File: src/pkg/rtc_pkg.sv
package rtc_pkg;
    // --------------------------------------------------------------
    // timing
    // --------------------------------------------------------------
    localparam int SLOW_CLOCK_HZ = 32768;

    // --------------------------------------------------------------
    // reset values of the software-visible words
    // --------------------------------------------------------------
    localparam logic [31:0] TIME_RESET = 32'h0000_0000;
    localparam logic [31:0] CALENDAR_RESET = 32'h0121_0720;
    localparam logic [31:0] TIME_ALARM_RESET = 32'h0000_0000;
    localparam logic [31:0] CALENDAR_ALARM_RESET = 32'h0101_0000;

    // --------------------------------------------------------------
    // field layouts, msb first
    // --------------------------------------------------------------
    typedef struct packed {
        logic [8:0] unused_hi;
        logic pm;
        logic [5:0] hour;
        logic unused_m;
        logic [6:0] minute;
        logic unused_s;
        logic [6:0] second;
    } time_reg_type;

    typedef struct packed {
        logic [7:0] unused_hi;
        logic hour_en;
        logic pm;
        logic [5:0] hour;
        logic minute_en;
        logic [6:0] minute;
        logic second_en;
        logic [6:0] second;
    } time_alarm_type;

    typedef struct packed {
        logic [1:0] unused_hi;
        logic [5:0] date;
        logic [2:0] day;
        logic [4:0] month;
        logic [7:0] year;
        logic unused_c;
        logic [6:0] cent;
    } calendar_reg_type;

    typedef struct packed {
        logic date_en;
        logic unused_d;
        logic [5:0] date;
        logic month_en;
        logic [1:0] unused_m;
        logic [4:0] month;
        logic [15:0] unused_lo;
    } calendar_alarm_type;

    typedef struct packed {
        logic calendar_event;
        logic time_event;
        logic second_event;
        logic alarm;
        logic update_acknowledge;
    } status_type;

    typedef struct packed {
        logic calendar_alarm;
        logic time_alarm;
        logic calendar;
        logic time_of_day;
    } validity_type;

    localparam logic [1:0] TEV_MINUTE = 2'h0;
    localparam logic [1:0] TEV_HOUR = 2'h1;
    localparam logic [1:0] TEV_MIDNIGHT = 2'h2;
    localparam logic [1:0] TEV_NOON = 2'h3;
    localparam logic [1:0] CEV_WEEK = 2'h0;
    localparam logic [1:0] CEV_MONTH = 2'h1;
    localparam logic [1:0] CEV_YEAR = 2'h2;
    localparam logic [2:0] MONDAY = 3'h1;
endpackage : rtc_pkg

File: src/verilog/bcd_calendar_clock_alarm.sv
`timescale 1ns/100ps
// Functional notes
// - counting runs from the 32.768 kHz slow reference, unaffected by power settings
// - all values kept in BCD; hour always shown 24-hour, with PM set from the hour in 12-hour mode
// - century, year, month, date, weekday, hour, minute, second all readable
// - calendar only needs to be right through year 2099
// - February has 29 days when year divisible by 4, except 1900
// - seconds tick each second; each higher counter steps on lower rollover
// - alarm compares five fields, each enabled; all enabled matches set flag
// - seconds-only alarm fires once per minute at the programmed second
// - time alarm enables write independently of their value fields
// - failed entry check keeps stored value and sets validity flag
// - validity flag clears only when a good value is written
// - century must be 19 or 20, year legal two-digit BCD
// - date 01-31, month 01-12 consistent with date and year, weekday 1-7
// - 24-hour: hour 00-23, PM clear; 12-hour: hour 01-12
// - minute and second must be BCD in 00-59
// - 12-hour writes read back as the equivalent 24-hour hour
// - the hour format register picks the hour range checked; AM/PM bit 22 must be clear in 24-hour mode
// - interrupt output is shared by ORing, software polls status
// - time, calendar and alarm writes capture a whole 32-bit word
// - update request stops counters, acknowledge within one second, software clears
// - time update stops time and calendar; calendar update only calendar
// - time event select: minute, hour, midnight, noon
// - calendar event select: Monday midnight, first of month, January first
module bcd_calendar_clock_alarm
    import rtc_pkg::*;
#(
    parameter int TICKS_PER_SECOND = rtc_pkg::SLOW_CLOCK_HZ
) (
    input wire logic clk,
    input wire logic rst,
    input wire logic slow_reference_clock,
    input wire logic hour_format_register,
    input wire logic time_update_request,
    input wire logic calendar_update_request,
    input wire logic [1:0] time_event_select,
    input wire logic [1:0] calendar_event_select,
    input wire logic time_write,
    input wire logic calendar_write,
    input wire logic time_alarm_write,
    input wire logic calendar_alarm_write,
    input wire logic [31:0] write_data,
    input wire rtc_pkg::status_type status_clear,
    input wire rtc_pkg::status_type irq_enable,
    output rtc_pkg::time_reg_type time_register,
    output rtc_pkg::calendar_reg_type calendar_register,
    output rtc_pkg::time_alarm_type time_alarm_register,
    output rtc_pkg::calendar_alarm_type calendar_alarm_register,
    output rtc_pkg::status_type status,
    output rtc_pkg::validity_type validity,
    output logic irq
);
    import rtc_pkg::*;

    localparam int CW = $clog2(TICKS_PER_SECOND);
    localparam logic [CW-1:0] LAST_TICK = CW'(TICKS_PER_SECOND - 1);

    // --------------------------------------------------------------
    // bcd helpers
    // --------------------------------------------------------------
    function automatic logic bcd_in(input logic [7:0] v, input logic [7:0] lo,
                                    input logic [7:0] hi);
        return (v[3:0] <= 4'h9) && (v[7:4] <= 4'h9) && (v >= lo) && (v <= hi);
    endfunction : bcd_in

    function automatic logic [7:0] bcd_inc(input logic [7:0] v);
        if (v[3:0] == 4'h9)
            return {v[7:4] + 4'h1, 4'h0};
        return {v[7:4], v[3:0] + 4'h1};
    endfunction : bcd_inc

    function automatic logic [5:0] month_days(input logic [4:0] m, input logic [7:0] y,
                                              input logic [6:0] c);
        logic leap;
        leap = y[4] ? (y[3:0] == 4'h2 || y[3:0] == 4'h6)
                    : (y[3:0] == 4'h0 || y[3:0] == 4'h4 || y[3:0] == 4'h8);
        leap = leap && !(c == 7'h19 && y == 8'h00);
        unique case (m)
            5'h02: return leap ? 6'h29 : 6'h28;
            5'h04, 5'h06, 5'h09, 5'h11: return 6'h30;
            default: return 6'h31;
        endcase
    endfunction : month_days

    function automatic logic hour_ok(input logic [5:0] h, input logic pm, input logic fmt);
        if (fmt)
            return bcd_in({2'h0, h}, 8'h01, 8'h12);
        return bcd_in({2'h0, h}, 8'h00, 8'h23) && !pm;
    endfunction : hour_ok

    // 12-hour entries are stored as 24-hour so reads stay unambiguous
    function automatic logic [5:0] to_24(input logic [5:0] h, input logic pm, input logic fmt);
        logic [7:0] s;
        if (!fmt)
            return h;
        if (h == 6'h12)
            return pm ? 6'h12 : 6'h00;
        if (!pm)
            return h;
        s = {4'h0, h[3:0]} + 8'h02;
        if (s[3:0] > 4'h9)
            return {h[5:4] + 2'h2, s[3:0] - 4'hA};
        return {h[5:4] + 2'h1, s[3:0]};
    endfunction : to_24

    // --------------------------------------------------------------
    // state
    // --------------------------------------------------------------
    time_reg_type tm_q, tm_d;
    calendar_reg_type cal_q, cal_d;
    time_alarm_type tal_q, tal_d;
    calendar_alarm_type cal_al_q, cal_al_d;
    status_type status_q, status_d;
    validity_type valid_q, valid_d;
    logic [CW-1:0] ref_cnt_q, ref_cnt_d;
    logic slow_q, frozen_q, frozen_d, fmt_q;
    logic slow_edge, sec_tick, time_run, cal_run, step, day_roll, noon, midnight;
    logic accept_time, accept_cal, time_ok, cal_ok, tal_ok, cal_al_ok, match, any_en;
    time_reg_type wt;
    calendar_reg_type wc;
    time_alarm_type wta;
    calendar_alarm_type wca;

    always_comb begin
        tm_d = tm_q;
        cal_d = cal_q;
        tal_d = tal_q;
        cal_al_d = cal_al_q;
        valid_d = valid_q;
        day_roll = 1'b0;
        noon = 1'b0;
        midnight = 1'b0;
        // --------------------------------------------------------------
        // one-second base from the slow reference
        // --------------------------------------------------------------
        slow_edge = slow_reference_clock && !slow_q;
        sec_tick = slow_edge && (ref_cnt_q == LAST_TICK);
        ref_cnt_d = ref_cnt_q;
        if (slow_edge)
            ref_cnt_d = sec_tick ? '0 : ref_cnt_q + CW'(1);
        time_run = !time_update_request;
        cal_run = !time_update_request && !calendar_update_request;
        step = sec_tick && time_run;
        // --------------------------------------------------------------
        // counting
        // --------------------------------------------------------------
        if (step) begin
            tm_d.second = 7'(bcd_inc({1'b0, tm_q.second}));
            if (tm_q.second == 7'h59) begin
                tm_d.second = 7'h00;
                tm_d.minute = 7'(bcd_inc({1'b0, tm_q.minute}));
                if (tm_q.minute == 7'h59) begin
                    tm_d.minute = 7'h00;
                    tm_d.hour = 6'(bcd_inc({2'h0, tm_q.hour}));
                    noon = (tm_q.hour == 6'h11);
                    if (tm_q.hour == 6'h23) begin
                        tm_d.hour = 6'h00;
                        day_roll = 1'b1;
                        midnight = 1'b1;
                    end
                end
            end
        end
        if (day_roll && cal_run) begin
            cal_d.day = (cal_q.day == 3'h7) ? 3'h1 : cal_q.day + 3'h1;
            cal_d.date = 6'(bcd_inc({2'h0, cal_q.date}));
            if (cal_q.date == month_days(cal_q.month, cal_q.year, cal_q.cent)) begin
                cal_d.date = 6'h01;
                cal_d.month = 5'(bcd_inc({3'h0, cal_q.month}));
                if (cal_q.month == 5'h12) begin
                    cal_d.month = 5'h01;
                    cal_d.year = bcd_inc(cal_q.year);
                    if (cal_q.year == 8'h99) begin
                        cal_d.year = 8'h00;
                        // past 2099 the century just keeps counting
                        cal_d.cent = 7'(bcd_inc({1'b0, cal_q.cent}));
                    end
                end
            end
        end
        // --------------------------------------------------------------
        // whole-word writes with entry checks
        // --------------------------------------------------------------
        wt = time_reg_type'(write_data);
        wc = calendar_reg_type'(write_data);
        wta = time_alarm_type'(write_data);
        wca = calendar_alarm_type'(write_data);
        accept_time = time_write && time_update_request && frozen_q;
        accept_cal = calendar_write && (time_update_request || calendar_update_request)
                     && frozen_q;
        time_ok = bcd_in({1'b0, wt.second}, 8'h00, 8'h59)
                  && bcd_in({1'b0, wt.minute}, 8'h00, 8'h59)
                  && hour_ok(wt.hour, wt.pm, fmt_q);
        cal_ok = (wc.cent == 7'h19 || wc.cent == 7'h20)
                 && bcd_in(wc.year, 8'h00, 8'h99)
                 && bcd_in({2'h0, wc.date}, 8'h01, 8'h31)
                 && bcd_in({3'h0, wc.month}, 8'h01, 8'h12)
                 && wc.date <= month_days(wc.month, wc.year, wc.cent)
                 && wc.day >= 3'h1 && wc.day <= 3'h7;
        tal_ok = bcd_in({1'b0, wta.second}, 8'h00, 8'h59)
                 && bcd_in({1'b0, wta.minute}, 8'h00, 8'h59)
                 && hour_ok(wta.hour, wta.pm, fmt_q);
        cal_al_ok = bcd_in({3'h0, wca.month}, 8'h01, 8'h12)
                    && bcd_in({2'h0, wca.date}, 8'h01, 8'h31);
        if (accept_time) begin
            valid_d.time_of_day = !time_ok;
            if (time_ok) begin
                tm_d = '0;
                tm_d.second = wt.second;
                tm_d.minute = wt.minute;
                tm_d.hour = to_24(wt.hour, wt.pm, fmt_q);
            end
        end
        if (accept_cal) begin
            valid_d.calendar = !cal_ok;
            if (cal_ok)
                cal_d = wc;
            cal_d.unused_hi = 2'h0;
            cal_d.unused_c = 1'b0;
        end
        if (time_alarm_write) begin
            valid_d.time_alarm = !tal_ok;
            tal_d.second_en = wta.second_en;
            tal_d.minute_en = wta.minute_en;
            tal_d.hour_en = wta.hour_en;
            if (tal_ok) begin
                tal_d.second = wta.second;
                tal_d.minute = wta.minute;
                tal_d.hour = to_24(wta.hour, wta.pm, fmt_q);
            end
        end
        if (calendar_alarm_write) begin
            valid_d.calendar_alarm = !cal_al_ok;
            cal_al_d.date_en = wca.date_en;
            cal_al_d.month_en = wca.month_en;
            if (cal_al_ok) begin
                cal_al_d.date = wca.date;
                cal_al_d.month = wca.month;
            end
        end
        // --------------------------------------------------------------
        // alarm and events; a set beats a same-cycle clear
        // --------------------------------------------------------------
        any_en = tal_q.second_en || tal_q.minute_en || tal_q.hour_en
                 || cal_al_q.date_en || cal_al_q.month_en;
        match = any_en
                && (!tal_q.second_en || tm_d.second == tal_q.second)
                && (!tal_q.minute_en || tm_d.minute == tal_q.minute)
                && (!tal_q.hour_en || tm_d.hour == tal_q.hour)
                && (!cal_al_q.date_en || cal_d.date == cal_al_q.date)
                && (!cal_al_q.month_en || cal_d.month == cal_al_q.month);
        status_d = status_q & ~status_clear;
        if (sec_tick && (time_update_request || calendar_update_request) && !frozen_q)
            status_d.update_acknowledge = 1'b1;
        if (step && match)
            status_d.alarm = 1'b1;
        if (step)
            status_d.second_event = 1'b1;
        unique case (time_event_select)
            TEV_MINUTE: status_d.time_event |= step && tm_q.second == 7'h59;
            TEV_HOUR: status_d.time_event |= step && tm_d.hour != tm_q.hour;
            TEV_MIDNIGHT: status_d.time_event |= midnight;
            TEV_NOON: status_d.time_event |= noon;
        endcase
        if (day_roll && cal_run) begin
            if (calendar_event_select == CEV_WEEK && cal_d.day == MONDAY)
                status_d.calendar_event = 1'b1;
            if (calendar_event_select == CEV_MONTH && cal_d.date == 6'h01)
                status_d.calendar_event = 1'b1;
            if (calendar_event_select == CEV_YEAR && cal_d.date == 6'h01
                && cal_d.month == 5'h01)
                status_d.calendar_event = 1'b1;
        end
        frozen_d = (time_update_request || calendar_update_request)
                   && (frozen_q || sec_tick);
    end

    always_ff @(posedge clk) begin
        if (rst) begin
            tm_q <= time_reg_type'(TIME_RESET);
            cal_q <= calendar_reg_type'(CALENDAR_RESET);
            tal_q <= time_alarm_type'(TIME_ALARM_RESET);
            cal_al_q <= calendar_alarm_type'(CALENDAR_ALARM_RESET);
            status_q <= '0;
            valid_q <= '0;
            ref_cnt_q <= '0;
            slow_q <= 1'b0;
            frozen_q <= 1'b0;
            fmt_q <= 1'b0;
        end else begin
            tm_q <= tm_d;
            cal_q <= cal_d;
            tal_q <= tal_d;
            cal_al_q <= cal_al_d;
            status_q <= status_d;
            valid_q <= valid_d;
            ref_cnt_q <= ref_cnt_d;
            slow_q <= slow_reference_clock;
            frozen_q <= frozen_d;
            fmt_q <= hour_format_register;
        end
    end

    // --------------------------------------------------------------
    // read side
    // --------------------------------------------------------------
    always_comb begin
        time_register = tm_q;
        time_register.pm = fmt_q && (tm_q.hour >= 6'h12);
    end
    assign calendar_register = cal_q;
    assign time_alarm_register = tal_q;
    assign calendar_alarm_register = cal_al_q;
    assign status = status_q;
    assign validity = valid_q;
    assign irq = |(status_q & irq_enable);
endmodule : bcd_calendar_clock_alarm
File: config.mk
export PLATFORM = sky130hd
export DESIGN_NAME = bcd_calendar_clock_alarm
export DESIGN_NICKNAME = d
export VERILOG_FILES = /design/src/pkg/rtc_pkg.sv /design/src/verilog/bcd_calendar_clock_alarm.sv
export SDC_FILE = /design/constraint.sdc
export NUM_CORES = 1
export LEC_CHECK = 0
export ABC_AREA = 1
export BUFFER_PORTS_ARGS = -buffer_cell sky130_fd_sc_hd__buf_2
export CAP_MARGIN = 10
export CORE_MARGIN = 1.5
export CORE_UTILIZATION = 55
export CTS_CLUSTER_SIZE = 25
export DETAILED_ROUTE_END_ITERATION = 16
export PLACE_DENSITY = 0.82
export SLEW_MARGIN = 10
export SYNTH_ARGS = -nofsm -noshare
export SYNTH_HDL_FRONTEND = slang
export SYNTH_SLANG_ARGS = --single-unit
File: constraint.sdc
create_clock -name clk -period 2.7 [get_ports clk]
set_input_delay 0.135 -clock clk [delete_from_list [all_inputs] [get_ports clk]]
set_output_delay 0.135 -clock clk [all_outputs]
set_load 0.01 [all_outputs]
Word level (Yosys, flattened, before mapping). Cells that the tools add are included.

Output and inout bits: 138. Word-level logic and storage cells: 364. Register bits after elaboration: 112.

Magnitude comparators: 25. Multiplexer cells: 130. Eq/ne operators: 52. Reduce and logical (&&, ||, !) cells: 99. Bitwise logic cells: 7. Add/subtract/negate cells: 20.

Operator list (number): two-way mux 6 bit (22); two-way mux 7 bit (15); two-way mux 1 bit (75); two-way mux 22 bit (3); two-way mux 30 bit (2); logical AND 1 bit (55); == test 4 bit, second input constant (9); adder 4 x 1 -> 4 bit, second input constant (8); two-way mux 13 bit (2); two-way mux 8 bit (3); == test 5 x 3 -> 1 bit, second input constant (4); <= comparator 4 bit, second input constant (5); case mux 5 bit (2 select lines) (2); == test 6 bit (3); logical OR 1 bit (18); == test 4 x 3 -> 1 bit, second input constant (4); logical NOT 8 bit (2); adder 15 x 1 -> 15 bit, second input constant (1); == test 15 bit, second input constant (1); == test 5 bit, second input constant (3); logical NOT 1 bit (15); two-way mux 15 bit (1); two-way mux 5 bit (3); == test 7 x 5 -> 1 bit, second input constant (2); other kinds (48) (75).

Logic depth before layout (Yosys ltp).
Depth after elaboration: 36. Depth in mapped cells: 28. Gate-level depth less buffers: 28.

Least setup slack after synthesis. Ideal clock, no wire load.

Kind: input to register. Start point: input write_data[5]. End point: register status_q (netlist bit status[4]). Cell stages on the path: 26. Setup slack: 0.179 ns. Arrival time: 2.451 ns. Cell sequence: inv_1 nand2_1 nor2_1 nand3_1 inv_1 a31oi_1 o211ai_1 a22oi_1 ha_1 nand3_1 nand2_1 nand2_1 nand3_1 nand3_1 nor2_1 nand2_1 or2_2 nand2_1 nand2_1 nor2_1 nand2_1 nor2_1 nand2_1 nand2_1 nand2_1 a21oi_1.

Cells in the longest elaborated chain, start to end: 18. Elaborated cells on any way between the ends: 28. Classes of those cells: 1 x order compare; 5 x eq/ne; 8 x mux; 14 x reduce/logical.

RTL lines: start: declaration (RTL line bcd_calendar_clock_alarm.sv:43) `input wire logic [31:0] write_data,`; == test 7 x 5 -> 1 bit (RTL line bcd_calendar_clock_alarm.sv:78, bcd_calendar_clock_alarm.sv:195); logical AND 1 bit (RTL line bcd_calendar_clock_alarm.sv:78) `leap = leap && !(c == 7'h19 && y == 8'h00);`; logical NOT 1 bit (RTL line bcd_calendar_clock_alarm.sv:78); logical AND 1 bit (RTL line bcd_calendar_clock_alarm.sv:78); two-way mux 1 bit (RTL line bcd_calendar_clock_alarm.sv:80) `5'h02: return leap ? 6'h29 : 6'h28;`; case mux 5 bit (2 select lines) (RTL line bcd_calendar_clock_alarm.sv:79) `unique case (m)`; <= comparator 6 bit (RTL line bcd_calendar_clock_alarm.sv:199) `&& wc.date <= month_days(wc.month, wc.year, wc.cent)`; logical AND 1 bit (*) (RTL line bcd_calendar_clock_alarm.sv:199); logical AND 1 bit (*) (2 in series) (RTL line bcd_calendar_clock_alarm.sv:200) `&& wc.day >= 3'h1 && wc.day <= 3'h7;`; two-way mux 30 bit (*) (RTL line bcd_calendar_clock_alarm.sv:217) `if (cal_ok)`; two-way mux 30 bit (*) (RTL line bcd_calendar_clock_alarm.sv:215) `if (accept_cal) begin`; == test 3 x 1 -> 1 bit (RTL line bcd_calendar_clock_alarm.sv:267) `if (calendar_event_select == CEV_WEEK && cal_d.day == MONDAY)`; logical AND 1 bit (RTL line bcd_calendar_clock_alarm.sv:267); two-way mux 1 bit (RTL line bcd_calendar_clock_alarm.sv:267); two-way mux 1 bit (RTL line bcd_calendar_clock_alarm.sv:269) `if (calendar_event_select == CEV_MONTH && cal_d.date == 6'h01)`; two-way mux 1 bit (*) (RTL line bcd_calendar_clock_alarm.sv:271) `if (calendar_event_select == CEV_YEAR && cal_d.date == 6'h01`; two-way mux 1 bit (*) (RTL line bcd_calendar_clock_alarm.sv:266) `if (day_roll && cal_run) begin`; end signal: assignment (RTL line bcd_calendar_clock_alarm.sv:296) `status_q <= status_d;`; end: declaration (RTL line bcd_calendar_clock_alarm.sv:114) `status_type status_q, status_d;`.

Every way passes the cells marked *; elsewhere a longest branch is shown, timed or not. A chain may end at the register's enable or synchronous reset.

Worst setup path in the final report. Ends and elaborated chain as after synthesis.

==> results_dict.tcl <==
set metrics [dict create \
    outcome "finished with violations" \
    violations "negative setup slack" \
    antenna_found_initial 1 \
    synth_cell_type_count 50 \
    clkPwrFrac_pct 37.3 \
    die_area_mm2 0.0153 \
    wl_per_cell_um 15.0 \
    start_kind "primary input" \
    max-vdd-ir-drop_mv 0.474 \
    placed_cells 1730 \
    vias_per_cell 5.43 \
    worstPathMaxFanout 5 \
    gp_congestion 0.958 \
    critPathLaunch "write_data[5]" \
    max_clock_freq_ghz 0.363 \
    place_area_mm2 0.00981 \
    pin_count 194 \
    postLayoutSetupSlackWorst_ns -0.0562 \
    rsz0062_at_grt "yes" \
    ys.flop_type "dfxtp_1" \
    crit_arrival_ns 3.05 \
    yosysWarningCount 0 \
    cts.clk_slew.worst_paths_ns 0.08 \
    synth-seq-cells 112 \
    p_sw_mw 1.02 \
    internal-power_mw 2.49 \
    cts-root-buf "clkbuf_16" \
    grt.total_usage_pct 33.0 \
    layout_min_cycle_time_ns 2.76 \
    hold_viol_final 0 \
    pwr-share-seq_pct 48.7 \
    nNetsFinal 1661 \
    max_slew.worst_pin.slew_ns 0.678 \
    cp.required_ns 3.00 \
    htree_levels 3 \
    cts_max_path_buffers 2 \
    drc 0 \
    setup_viol 3 \
    synthToLayoutAreaGrowth_pct 31.4 \
    drt_first_pass_iters 5 \
    cts_made_buffers 9 \
    pwr-share-comb_pct 14.0 \
    cts_tree "built" \
    reg2regPathDepth 18 \
    syn_area_mm2 0.00801 \
    r2r-start "ref_cnt_q[1]$_SDFFE_PP0P_" \
    power_density_mw_per_mm2 333 \
    p_sw_share_pct 29.0 \
    r2r-end "status[4]$_SDFF_PP0_" \
    rrSetupSlack_ns -0.04 \
    synth_edf_count 0 \
    syn_area_per_cell_um2 6.24 \
    setup.worst_path.end "status[4]$_SDFF_PP0_" \
    drv_slew 0 \
    drt_wl_total_um 26400 \
    grt_pass1_wl_um 39200 \
    finalInstanceArea_mm2 0.0105 \
    core-area_mm2 0.0140 \
    worstSetupPathType "in2reg" \
    maxCapViolCount 0 \
    io_buffers 150 \
    max_slew_margin_pct 54.8 \
    numClockSinks 112 \
    place_hpwl_um 20100 \
    synthCells 1284 \
    cp-end-kind "flop" \
    fp.dieH_um 124 \
    p_leak_nw 5.51 \
    tns_ns -0.0723 \
    final.period_utilization_pct 102 \
    ys_seq_area_share_pct 28.0 \
    grt_pass1_vias 8164 \
    whs_ns 0.0134 \
    clk-insertion-delay-late_ns 0.37 \
    chipWidth_um 124 \
    skew_ns 0.00712 \
    min_path_type "in2reg" \
    via_count 9552 \
    grt_start_max_net_pins 54 \
    start_util_pct 57.0 \
    synth_async_sr_flop_share_pct 0 \
    ant_nets 0 \
    finalNonFillerCells 1759 \
    layout-drive-gt1-share_pct 26.7 \
    rows 43 \
    drtIter0Drc 970 \
    grt_overflow 0 \
]
-- cell type report --
cell class | instances | area, um^2
Timing Repair Buffer | 308 | 2040
Multi-Input combinational cell | 973 | 5090
Tap cell | 180 | 225
Clock inverter | 6 | 42.5
Sequential cell | 112 | 2240
Antenna cell | 1 | 2.50
Inverter | 170 | 648
Fill cell | 1137 | 3520
Clock buffer | 9 | 225
-- stage by stage --
step | setup slack [ns] | total power, mW | util, %
6_report | -0.0562 | 3.50 | 74.9
5_1_grt | -0.298 | 3.61 | 74.9
4_1_cts | -0.0148 | 3.47 | 72.0
3_5_place_dp | -0.382 | 2.20 | 69.9
3_3_place_gp | -0.251 | 2.19 | 69.9
2_1_floorplan | 0.179 | 2.02 | -
-- placed cells by master, fill, tap and decap left out, types with 3 or more instances in the layout --
cell type / instances
o21ai_2: 3
xnor2_1: 4
nand3_2: 12
buf_12: 4
nand2_4: 7
nand2_2: 9
buf_6: 9
nand4_1: 11
inv_2: 14
a21oi_1: 86
conb_1: 42
dfxtp_1: 110
nor3_1: 11
nor2_4: 19
ha_1: 30
xor2_1: 19
nand2_1: 336
o211ai_1: 12
o21ai_0: 74
nand3_1: 114
inv_1: 151
nor2_1: 113
buf_4: 146
or2_2: 6
buf_2: 146
clkbuf_16: 9
nor2_2: 13
nand3b_1: 4
o21ai_1: 14
-- repair_timing --
| item | CTS | global route |
|---|---|---|
| setup buffers | 0 | 10 |
| gates resized for setup | 3 | 94 |
| hold buffers | 2 | 0 |
| gates cloned | 0 | 1 |
| setup endpoints to repair | 2 | 16 |
| hold endpoints to repair | 2 | 0 |
| pin swaps | 0 | 44 |
-- cells in the mapped netlist, types with 5 or more instances --
library cell  count  share of area [%]
a21oi_1          87                5.4
buf_4            45                4.2
clkbuf_1         16               0.75
dfxtp_1         112                 28
ha_1             31                4.8
inv_1           158                7.4
inv_2             9               0.42
nand2_1         348                 16
nand3_1         123                7.7
nand3_2           5               0.63
nand4_1          11               0.86
nor2_1          125                5.9
nor2_2           13                1.0
nor2_4            7               0.98
nor3_1           11               0.69
o211ai_1         12                1.1
o21ai_0          81                5.1
o21ai_1           9               0.56
or2_2             6               0.47
xnor2_1           5               0.55
xor2_1           19                2.1
-- cell families (layout without fill, tap and decap cells) --
kind of cell | after synthesis | count (layout) | synth area share [%]
AND/OR/NAND/NOR | 667 | 667 | 36.4
buffers and inverters | 240 | 493 | 13.8
AO/OA/AOI/OAI | 209 | 209 | 14.2
flip-flops | 112 | 112 | 28.0
adder cells (fa/ha/maj) | 31 | 31 | 4.84
XOR/XNOR | 24 | 24 | 2.62
other | 1 | 43 | 0.0468
-- sequential cells by signal (all words and copies together) (netlist names) --
signal,count
calendar_alarm_register,13
calendar_register,29
fmt_q,1
frozen_q,1
ref_cnt_q,15
slow_q,1
status,5
time_alarm_register,23
time_register,20
validity,4
-- worst min path at each step --
stage	endpoint	from	slack, ns	cells past startpoint
floorplan	time_alarm_register[15]$_SDFFE_PP0P_	time_alarm_write	0.22	1
global placement	slow_q$_SDFF_PP0_	slow_reference_clock	0.36	3
detailed placement	slow_q$_SDFF_PP0_	slow_reference_clock	0.37	3
CTS	fmt_q$_SDFF_PP0_	hour_format_register	0.004	3
global route	fmt_q$_SDFF_PP0_	hour_format_register	0.006	3
finish	fmt_q$_SDFF_PP0_	hour_format_register	0.01	3
-- metal layers --
layer | GRT usage (%) | up-vias | part of all wire [%]
li1 | - | 4630 | -
met1 | 43.3 | 4307 | 42
met2 | 53.4 | 531 | 45
met3 | 6.55 | 84 | 9.6
met4 | 12.5 | 0 | 3.7
met5 | 0 | - | 0
-- power groups by stage --
stage          registers (mW)  clock network (mW)  logic (mW)
4_1_cts                  1.70                1.30       0.463
3_5_place_dp             1.74                   0       0.458
6_report                 1.71                1.31       0.492
5_1_grt                  1.71                1.36       0.543
3_3_place_gp             1.74                   0       0.453
2_1_floorplan            1.75                   0       0.271
-- critical path: stages --
cell      delay [ns]
buf_8           0.10
inv_4           0.05
nand2_4         0.04
nor2_4          0.13
nand3_2         0.13
inv_2           0.07
a31oi_2         0.08
o211ai_1        0.20
a22oi_1         0.10
ha_1            0.31
nand3_2         0.05
nand2_1         0.06
nand2_1         0.05
nand3_2         0.07
nand3_1         0.08
nor2_1          0.10
nand2_1         0.09
buf_4           0.17
nand3_1         0.17
nand2_1         0.12
a21oi_1         0.16
nand2_1         0.08
nor2_2          0.17
nand2_1         0.08
nand2_1         0.06
nand2_1         0.06
a21oi_2         0.12
(Power assumes the default switching activity.)
